[config.mk]
export PLATFORM = sky130hd
export DESIGN_NAME = acc_sat_round
export DESIGN_NICKNAME = d
export VERILOG_FILES = /design/src/rtl/acc_sat_pkg.sv /design/src/rtl/acc_sat_round.sv
export SDC_FILE = /design/constraint.sdc
export NUM_CORES = 1
export LEC_CHECK = 0
export BUFFER_PORTS_ARGS = -buffer_cell sky130_fd_sc_hd__buf_2
export CAP_MARGIN = 5
export CORE_UTILIZATION = 30
export DETAILED_ROUTE_END_ITERATION = 8
export PLACE_DENSITY = 0.54
export RECOVER_POWER = 25
export SKIP_CTS_REPAIR_TIMING = 1
export SLEW_MARGIN = 20
export SYNTH_ARGS = -nofsm -noshare
export SYNTH_HDL_FRONTEND = slang
export SYNTH_SLANG_ARGS = --single-unit
[constraint.sdc]
create_clock -name clk_sys -period 17.32 [get_ports clk_sys]
set_input_delay 2.598 -clock clk_sys [delete_from_list [all_inputs] [get_ports clk_sys]]
set_output_delay 2.598 -clock clk_sys [all_outputs]
set_load 0.01 [all_outputs]
[src/rtl/acc_sat_pkg.sv]
// Constants for the accumulator saturation, rounding and write-back block.
// Assumes a 16-bit core with two 40-bit accumulators and a 20 MHz clock.
package acc_sat_pkg;
  localparam int ACC_W   = 40;
  localparam int WORD_W  = 16;
  localparam int REG_AW  = 4;

  // Saturation values
  localparam logic [39:0] SAT40_POS = 40'h7fffffffff;
  localparam logic [39:0] SAT40_NEG = 40'h8000000000;
  localparam logic [39:0] SAT32_POS = 40'h007fffffff;
  localparam logic [39:0] SAT32_NEG = 40'hff80000000;

  // Bit positions, rounding half, write-back step and word limits
  localparam int BIT_SIGN40 = 39;
  localparam int BIT_SIGN32 = 31;
  localparam int HI_LSB     = 16;
  localparam int LO_MSB     = 15;
  localparam logic [15:0] LO_HALF = 16'h8000;
  localparam logic [15:0] WB_STEP = 16'h0002;
  localparam logic [15:0] WORD_MAX = 16'h7fff;
  localparam logic [15:0] WORD_MIN = 16'h8000;

  // Register offsets
  localparam logic [3:0] REG_CTRL   = 4'h0;
  localparam logic [3:0] REG_STATUS = 4'h1;
  localparam logic [3:0] REG_MASK   = 4'h2;
  localparam logic [3:0] REG_WBPTR  = 4'h3;
  localparam logic [3:0] REG_ACCA_L = 4'h4;
  localparam logic [3:0] REG_ACCA_H = 4'h5;
  localparam logic [3:0] REG_ACCA_U = 4'h6;
  localparam logic [3:0] REG_ACCB_L = 4'h7;
  localparam logic [3:0] REG_ACCB_H = 4'h8;
  localparam logic [3:0] REG_ACCB_U = 4'h9;
  localparam logic [3:0] REG_EVENT  = 4'ha;

  // Control bits
  localparam int CTRL_SAT_EN  = 0;
  localparam int CTRL_SAT40   = 1;
  localparam int CTRL_ROUND   = 2;
  localparam int CTRL_COVTRAP = 3;
  localparam logic [15:0] CTRL_RST = 16'h0000;

  // Status bits
  localparam int ST_A_SAT = 0;
  localparam int ST_B_SAT = 1;
  localparam int ST_A_OVF = 2;
  localparam int ST_B_OVF = 3;
  localparam int ST_ANY_OVF = 4;
  localparam int ST_ANY_SAT = 5;

  // Event bits (interrupt sources)
  localparam int EV_SAT  = 0;
  localparam int EV_TRAP = 1;
  localparam int EV_WB   = 2;
  localparam int EV_W    = 3;

  typedef enum logic [2:0] {
    OP_ADD, OP_STORE_TRUNC, OP_STORE_RND, OP_MAC, OP_MUL_ONLY, OP_MUL_NEG, OP_DIST, OP_DIST_ACC
  } acc_op_t;

  typedef enum logic [1:0] {WB_NONE, WB_DIRECT, WB_INDIRECT} wb_mode_t;
endpackage

[src/rtl/acc_sat_round.sv]
// Saturation, overflow flags, rounding and write-back for two 40-bit accumulators.
// Assumes one-cycle op strobes from the decoder and a one-cycle register port.
//
// Decided for this implementation: the placing of the registers and the strobed register port.
`timescale 1ns/100ps
`default_nettype none
module acc_sat_round
  import acc_sat_pkg::*;
(
  input  wire logic              clk_sys,
  input  wire logic              sys_rst,
  input  wire logic              op_valid,
  input  wire acc_op_t           op_code,
  input  wire logic              op_target_b,
  input  wire logic [ACC_W-1:0]  op_operand,
  input  wire logic              op_subtract,
  input  wire wb_mode_t          op_wb_mode,
  input  wire logic [REG_AW-1:0] reg_addr,
  input  wire logic [WORD_W-1:0] reg_wdata,
  input  wire logic              reg_wr,
  input  wire logic              reg_rd,
  output logic [WORD_W-1:0]      reg_rdata,
  output logic                   xbus_wr,
  output logic [WORD_W-1:0]      xbus_addr,
  output logic [WORD_W-1:0]      xbus_wdata,
  output logic                   trap_req,
  output logic                   irq
);

  typedef struct packed {
    logic [ACC_W-1:0]  acc_a;
    logic [ACC_W-1:0]  acc_b;
    logic [WORD_W-1:0] ctrl;
    logic              acc_a_sat_flag;
    logic              acc_b_sat_flag;
    logic              acc_a_ovf_flag;
    logic              acc_b_ovf_flag;
    logic [EV_W-1:0]   ev;
    logic [EV_W-1:0]   mask;
    logic [WORD_W-1:0] writeback_pointer_reg;
    logic              xwr;
    logic [WORD_W-1:0] xaddr;
    logic [WORD_W-1:0] xdata;
    logic [WORD_W-1:0] rdata;
  } state_t;

  state_t s_q;
  state_t s_d;

  // Rounded or truncated upper word, then write saturation to 1.15
  function automatic logic [WORD_W-1:0] store_word(input logic [ACC_W-1:0] acc,
                                                   input logic round_en,
                                                   input logic convergent);
    logic [15:0] lo;
    logic        inc;
    logic [ACC_W-1:0] r;
    begin
      lo  = acc[LO_MSB:0];
      inc = 1'b0;
      if (round_en) begin
        inc = acc[LO_MSB];
        if (convergent && lo == LO_HALF) begin
          inc = acc[HI_LSB];
        end
      end
      r = acc + {23'h0, inc, 16'h0};
      // Write saturation: value outside 1.15 range clamps
      if (!r[BIT_SIGN40] && r[BIT_SIGN40-1:BIT_SIGN32] != 8'h00) begin
        store_word = WORD_MAX;
      end else if (r[BIT_SIGN40] && r[BIT_SIGN40-1:BIT_SIGN32] != 8'hff) begin
        store_word = WORD_MIN;
      end else begin
        store_word = r[BIT_SIGN32:HI_LSB];
      end
    end
  endfunction

  function automatic logic [WORD_W-1:0] ctrl_bits(input state_t s);
    begin
      ctrl_bits = s.ctrl;
    end
  endfunction

  logic [ACC_W:0]    sum;
  logic [ACC_W-1:0]  tgt;
  logic [ACC_W-1:0]  res;
  logic              ovf39;
  logic              ovf31;
  logic              sat_en;
  logic              sat40;
  logic              ovf_hit;
  logic              ovf_flag;
  logic [WORD_W-1:0] wb_word;
  logic [WORD_W-1:0] st_word;
  logic [WORD_W-1:0] status_w;
  logic [EV_W-1:0]   ev_set;
  logic              is_add;
  logic              mac_wb;

  always_comb begin
    s_d     = s_q;
    sat_en  = s_q.ctrl[CTRL_SAT_EN];
    sat40   = s_q.ctrl[CTRL_SAT40];
    tgt     = op_target_b ? s_q.acc_b : s_q.acc_a;
    is_add  = op_valid && (op_code == OP_ADD || op_code == OP_MAC || op_code == OP_MUL_ONLY ||
              op_code == OP_MUL_NEG || op_code == OP_DIST || op_code == OP_DIST_ACC);
    if (op_code == OP_MUL_ONLY || op_code == OP_MUL_NEG || op_code == OP_DIST) begin
      sum = {op_operand[ACC_W-1], op_operand};
    end else if (op_subtract) begin
      sum = {tgt[ACC_W-1], tgt} - {op_operand[ACC_W-1], op_operand};
    end else begin
      sum = {tgt[ACC_W-1], tgt} + {op_operand[ACC_W-1], op_operand};
    end
    ovf39   = sum[ACC_W] ^ sum[BIT_SIGN40];
    // Bit 31 overflow: guard bits no longer a sign extension
    ovf31   = (sum[ACC_W:BIT_SIGN32] != {(ACC_W-BIT_SIGN32+1){1'b0}}) &&
              (sum[ACC_W:BIT_SIGN32] != {(ACC_W-BIT_SIGN32+1){1'b1}});
    res     = sum[ACC_W-1:0];
    ovf_hit = ovf39;
    ovf_flag = ovf31;
    if (sat_en && sat40) begin
      ovf_hit = ovf39;
      if (ovf39) begin
        res = sum[ACC_W] ? SAT40_NEG : SAT40_POS;
      end
    end else if (sat_en) begin
      ovf_hit  = ovf31;
      ovf_flag = 1'b0;
      if (ovf31) begin
        res = sum[ACC_W] ? SAT32_NEG : SAT32_POS;
      end
    end
    ev_set = '0;
    if (is_add) begin
      if (op_target_b) begin
        s_d.acc_b = res;
        s_d.acc_b_ovf_flag = ovf_flag;
        if (ovf_hit) s_d.acc_b_sat_flag = 1'b1;
      end else begin
        s_d.acc_a = res;
        s_d.acc_a_ovf_flag = ovf_flag;
        if (ovf_hit) s_d.acc_a_sat_flag = 1'b1;
      end
      ev_set[EV_SAT] = ovf_hit;
    end
    // Write-back of the non-target accumulator, always rounded
    mac_wb  = op_valid && op_code == OP_MAC && op_wb_mode != WB_NONE;
    wb_word = store_word(op_target_b ? s_q.acc_a : s_q.acc_b, 1'b1,
                         s_q.ctrl[CTRL_ROUND]);
    st_word = store_word(tgt, op_code == OP_STORE_RND, s_q.ctrl[CTRL_ROUND]);
    s_d.xwr = 1'b0;
    if (op_valid && (op_code == OP_STORE_TRUNC || op_code == OP_STORE_RND)) begin
      s_d.xwr   = 1'b1;
      s_d.xaddr = s_q.writeback_pointer_reg;
      s_d.xdata = st_word;
    end else if (mac_wb) begin
      ev_set[EV_WB] = 1'b1;
      if (op_wb_mode == WB_DIRECT) begin
        s_d.writeback_pointer_reg = wb_word;
      end else begin
        s_d.xwr   = 1'b1;
        s_d.xaddr = s_q.writeback_pointer_reg;
        s_d.xdata = wb_word;
        s_d.writeback_pointer_reg = s_q.writeback_pointer_reg + WB_STEP;
      end
    end
    ev_set[EV_TRAP] = !sat_en && s_q.ctrl[CTRL_COVTRAP] &&
                      (s_q.acc_a_sat_flag || s_q.acc_b_sat_flag);
    status_w = '0;
    status_w[ST_A_SAT]   = s_q.acc_a_sat_flag;
    status_w[ST_B_SAT]   = s_q.acc_b_sat_flag;
    status_w[ST_A_OVF]   = s_q.acc_a_ovf_flag;
    status_w[ST_B_OVF]   = s_q.acc_b_ovf_flag;
    status_w[ST_ANY_OVF] = s_q.acc_a_ovf_flag | s_q.acc_b_ovf_flag;
    status_w[ST_ANY_SAT] = s_q.acc_a_sat_flag | s_q.acc_b_sat_flag;
    // Register writes; a set in the same cycle wins over the clear
    if (reg_wr) begin
      unique case (reg_addr)
        REG_CTRL:   s_d.ctrl = reg_wdata;
        REG_STATUS: begin
          if (reg_wdata[ST_A_SAT] && !(is_add && !op_target_b && ovf_hit))
            s_d.acc_a_sat_flag = 1'b0;
          if (reg_wdata[ST_B_SAT] && !(is_add && op_target_b && ovf_hit))
            s_d.acc_b_sat_flag = 1'b0;
        end
        REG_MASK:   s_d.mask = reg_wdata[EV_W-1:0];
        REG_WBPTR:  if (!mac_wb) s_d.writeback_pointer_reg = reg_wdata;
        REG_ACCA_L: if (!is_add) s_d.acc_a[15:0] = reg_wdata;
        REG_ACCA_H: if (!is_add) s_d.acc_a[31:16] = reg_wdata;
        REG_ACCA_U: if (!is_add) s_d.acc_a[39:32] = reg_wdata[7:0];
        REG_ACCB_L: if (!is_add) s_d.acc_b[15:0] = reg_wdata;
        REG_ACCB_H: if (!is_add) s_d.acc_b[31:16] = reg_wdata;
        REG_ACCB_U: if (!is_add) s_d.acc_b[39:32] = reg_wdata[7:0];
        REG_EVENT:  s_d.ev = s_q.ev & ~reg_wdata[EV_W-1:0];
        default: ;
      endcase
    end
    s_d.ev = s_d.ev | ev_set;
    s_d.rdata = '0;
    if (reg_rd) begin
      unique case (reg_addr)
        REG_CTRL:   s_d.rdata = ctrl_bits(s_q);
        REG_STATUS: s_d.rdata = status_w;
        REG_MASK:   s_d.rdata = {{(WORD_W-EV_W){1'b0}}, s_q.mask};
        REG_WBPTR:  s_d.rdata = s_q.writeback_pointer_reg;
        REG_ACCA_L: s_d.rdata = s_q.acc_a[15:0];
        REG_ACCA_H: s_d.rdata = s_q.acc_a[31:16];
        REG_ACCA_U: s_d.rdata = {8'h00, s_q.acc_a[39:32]};
        REG_ACCB_L: s_d.rdata = s_q.acc_b[15:0];
        REG_ACCB_H: s_d.rdata = s_q.acc_b[31:16];
        REG_ACCB_U: s_d.rdata = {8'h00, s_q.acc_b[39:32]};
        REG_EVENT:  s_d.rdata = {{(WORD_W-EV_W){1'b0}}, s_q.ev};
        default:    s_d.rdata = '0;
      endcase
    end
  end

  always_ff @(posedge clk_sys or posedge sys_rst) begin
    if (sys_rst) begin
      s_q <= '0;
    end else begin
      s_q <= s_d;
    end
  end

  assign reg_rdata  = s_q.rdata;
  assign xbus_wr    = s_q.xwr;
  assign xbus_addr  = s_q.xaddr;
  assign xbus_wdata = s_q.xdata;
  // Level trap request while condition holds
  assign trap_req   = !s_q.ctrl[CTRL_SAT_EN] && s_q.ctrl[CTRL_COVTRAP] &&
                      (s_q.acc_a_sat_flag || s_q.acc_b_sat_flag);
  assign irq        = |(s_q.ev & s_q.mask);
endmodule
`default_nettype wire

==> impl_metrics.env <==
export IMPL_coreArea_um2=50400
export IMPL_gp_congestion=1.02
export IMPL_num_vias=15500
export IMPL_timing_fmax_mhz=110
export IMPL_via_per_inst=5.88
export IMPL_drt_drc_violations_left=0
export IMPL_layout_drive_gt1_share=0.148
export IMPL_track_usage=0.241
export IMPL_ctsRootBufferMaster="clkbuf_16"
export IMPL_crit_path_start_kind="input port"
export IMPL_met3_usage=0.0400
export IMPL_min_period_ns=9.06
export IMPL_finalCritPeriodShare=0.523
export IMPL_clk_latency_ns=0.47
export IMPL_start_util=0.305
export IMPL_layout_commonest_cell="nand2_1"
export IMPL_worst_hold_path_type="flip-flop to flip-flop"
export IMPL_fin_nets=2076
export IMPL_dieArea_um2=52100
export IMPL_synthCells=1956
export IMPL_cp_max_fo=8
export IMPL_tns_ns=0
export IMPL_max_stage_delay_ns=0.65
export IMPL_slowest_stage="a2111oi_0"
export IMPL_final_max_slew_viol_count=97
export IMPL_ys_warn_count=0
export IMPL_grt_pass1_wl_um=95600
export IMPL_place_hpwl_um=49500
export IMPL_finalWirelength_um=64400
export IMPL_hold_worst_slack_ns=0.505
export IMPL_dieWidth_um=228
export IMPL_ys_ff_latch=171
export IMPL_end_kind="flip-flop"
export IMPL_ant_nets=0
export IMPL_grt_max_degree=97
export IMPL_max_cap_violations=1
export IMPL_p_leak_nw=7.04
export IMPL_ys_types=89
export IMPL_overflow=0
export IMPL_antenna_found_initial=2
export IMPL_cts_sinks=171
export IMPL_avgRoutedWirePerCell_um=24.4
export IMPL_synth_edf_count=0
export IMPL_grt_busiest_layer="met2"
export IMPL_first_iter_violations=1844
export IMPL_grt_use_met2=0.377
export IMPL_syn_nets=2080
export IMPL_cts_buffer_depth=2
export IMPL_ir_drop_mv=0.0742
export IMPL_cts_buffers_inserted=17
export IMPL_syn_area_um2=15400
export IMPL_rows=82
export IMPL_area_growth_pct=9.05
export IMPL_status="finished with violations"
export IMPL_grtUsageMet1=0.336
export IMPL_htreeDepth=4
export IMPL_worstMarginPinSlew_ns=4.36
export IMPL_layout_common_cells="nand2_1, o21ai_0, dfrtp_1"
export IMPL_crit_required_ns=17.67
export IMPL_finalSetupViolCount=0
export IMPL_hold_viol_final=0
export IMPL_relSlewSlack=-1.90
export IMPL_synthArstFlopShare=1.00
export IMPL_powerDensity_nw_per_um2=165
export IMPL_ys_seq_area_frac=0.278
export IMPL_finalClockSkew_ns=0.0158
export IMPL_clkTransAtPathRegs_ns=0.07
export IMPL_grt_pass1_vias=14700
export IMPL_violations="capacitance limit, slew limit"
export IMPL_top_level_ports=123
export IMPL_rsz0062_at_grt="false"
export IMPL_cts_tree="built"
export IMPL_detail_route_first_pass_iterations=9
export IMPL_die_h_um=228
export IMPL_syn_area_per_cell_um2=7.86
export IMPL_port_buffers=122
export IMPL_worstPathArrival_ns=9.41
export IMPL_crit_type="input port to flip-flop"
export IMPL_ys_flop_type="dfrtp_1"
power breakdown:
group	internal [mW]	switching [mW]
registers	0.551	0.282
logic	0.579	0.954
clock network	0.206	0.196
per-layer routing:
layer  part of all wire  up-vias
met5                  0        -
met4              0.031        0
met3              0.077       95
met2               0.45      753
met1               0.44     7597
li1                   -     7074
state kept, by name, indices dropped and copies added, names as in the netlist:
register	count
xbus_wdata	16
xbus_addr	16
reg_rdata	16
s_q	122
xbus_wr	1
synth_stat cells, drive strengths merged (6+ instances only):
cell / instances / share of area
ha: 51 / 0.042
a21oi: 132 / 0.044
nand2b: 15 / 0.0061
mux2i: 42 / 0.027
or4: 6 / 0.0032
and3: 20 / 0.0081
nand3: 41 / 0.013
nor4: 16 / 0.0094
a22o: 9 / 0.0051
o2111ai: 8 / 0.0046
a22oi: 55 / 0.027
nand2: 247 / 0.060
a211o: 8 / 0.0046
or2: 8 / 0.0033
a221o: 6 / 0.0039
nor2b: 13 / 0.0053
buf: 87 / 0.037
a2111oi: 12 / 0.010
o211ai: 16 / 0.0078
nor2: 155 / 0.038
o21a: 12 / 0.0059
a211oi: 14 / 0.0078
nand4: 19 / 0.0081
nor3: 79 / 0.026
a21boi: 7 / 0.0034
o31ai: 14 / 0.0075
nand3b: 14 / 0.0068
o21ai: 226 / 0.074
mux2: 70 / 0.051
or3: 7 / 0.0028
xor2: 20 / 0.011
a21o: 20 / 0.0098
a221oi: 12 / 0.0088
dfrtp: 171 / 0.28
a31oi: 36 / 0.015
inv: 47 / 0.011
and2: 15 / 0.0061
clkbuf: 78 / 0.019
nor3b: 8 / 0.0042
xnor2: 87 / 0.050
cell type report:
class                           instances  area (um^2)
Sequential cell                       171         4280
Fill cell                            5366        33600
Multi-Input combinational cell       1573        10100
Clock inverter                         15          175
Inverter                               47          178
Tap cell                              672          841
Timing Repair Buffer                  142          759
Clock buffer                           17          425
Antenna cell                            1         2.50
kinds of logic after synthesis:
| kind of cell | share of synthesized area |
|---|---|
| XOR/XNOR | 0.0615 |
| adder cells (fa/ha/maj) | 0.0428 |
| AO/OA/AOI/OAI | 0.261 |
| buffers and inverters | 0.0675 |
| multiplexers | 0.0787 |
| AND/OR/NAND/NOR | 0.210 |
| flip-flops | 0.278 |
per-stage QoR:
| step | setup slack (ns) | instance area, um^2 | instances | util | total power [mW] |
|---|---|---|---|---|---|
| floorplan | 8.60 | 15400 | 1956 | - | 1.81 |
| global placement | 8.06 | 16200 | 2605 | 0.321 | 2.30 |
| detailed placement | 7.94 | 16200 | 2605 | 0.321 | 2.32 |
| CTS | 8.37 | 16800 | 2637 | 0.333 | 2.72 |
| global route | 7.80 | 16800 | 2638 | 0.333 | 2.93 |
| finish | 8.26 | 16800 | 2638 | 0.333 | 2.77 |
final timing paths:
check / start / end / slack, ns / depth (start not counted)
hold reg to reg: xbus_addr[10] / xbus_addr[10] / 0.50 / 1
setup / recovery: op_operand[4] / s_q[130] / 8.26 / 28
max in group asynchronous: sys_rst / s_q[164] / 11.41 / 3
setup reg to reg: s_q[118] / s_q[130] / 11.16 / 20
min in group asynchronous: sys_rst / xbus_addr[10] / 3.39 / 2
hold / removal: xbus_addr[10] / xbus_addr[10] / 0.50 / 1
worst max-delay path, delay by kind of cell:
kind                       cells  cell delay, ns
buffers and inverters          2            0.26
and+or+nand+nor               10            2.96
xor gates and xnor gates       2            0.38
AOI/OAI and AO/OA             12            2.68
adders and majority gates      2            0.54
Power figures use the tool's default switching activity.
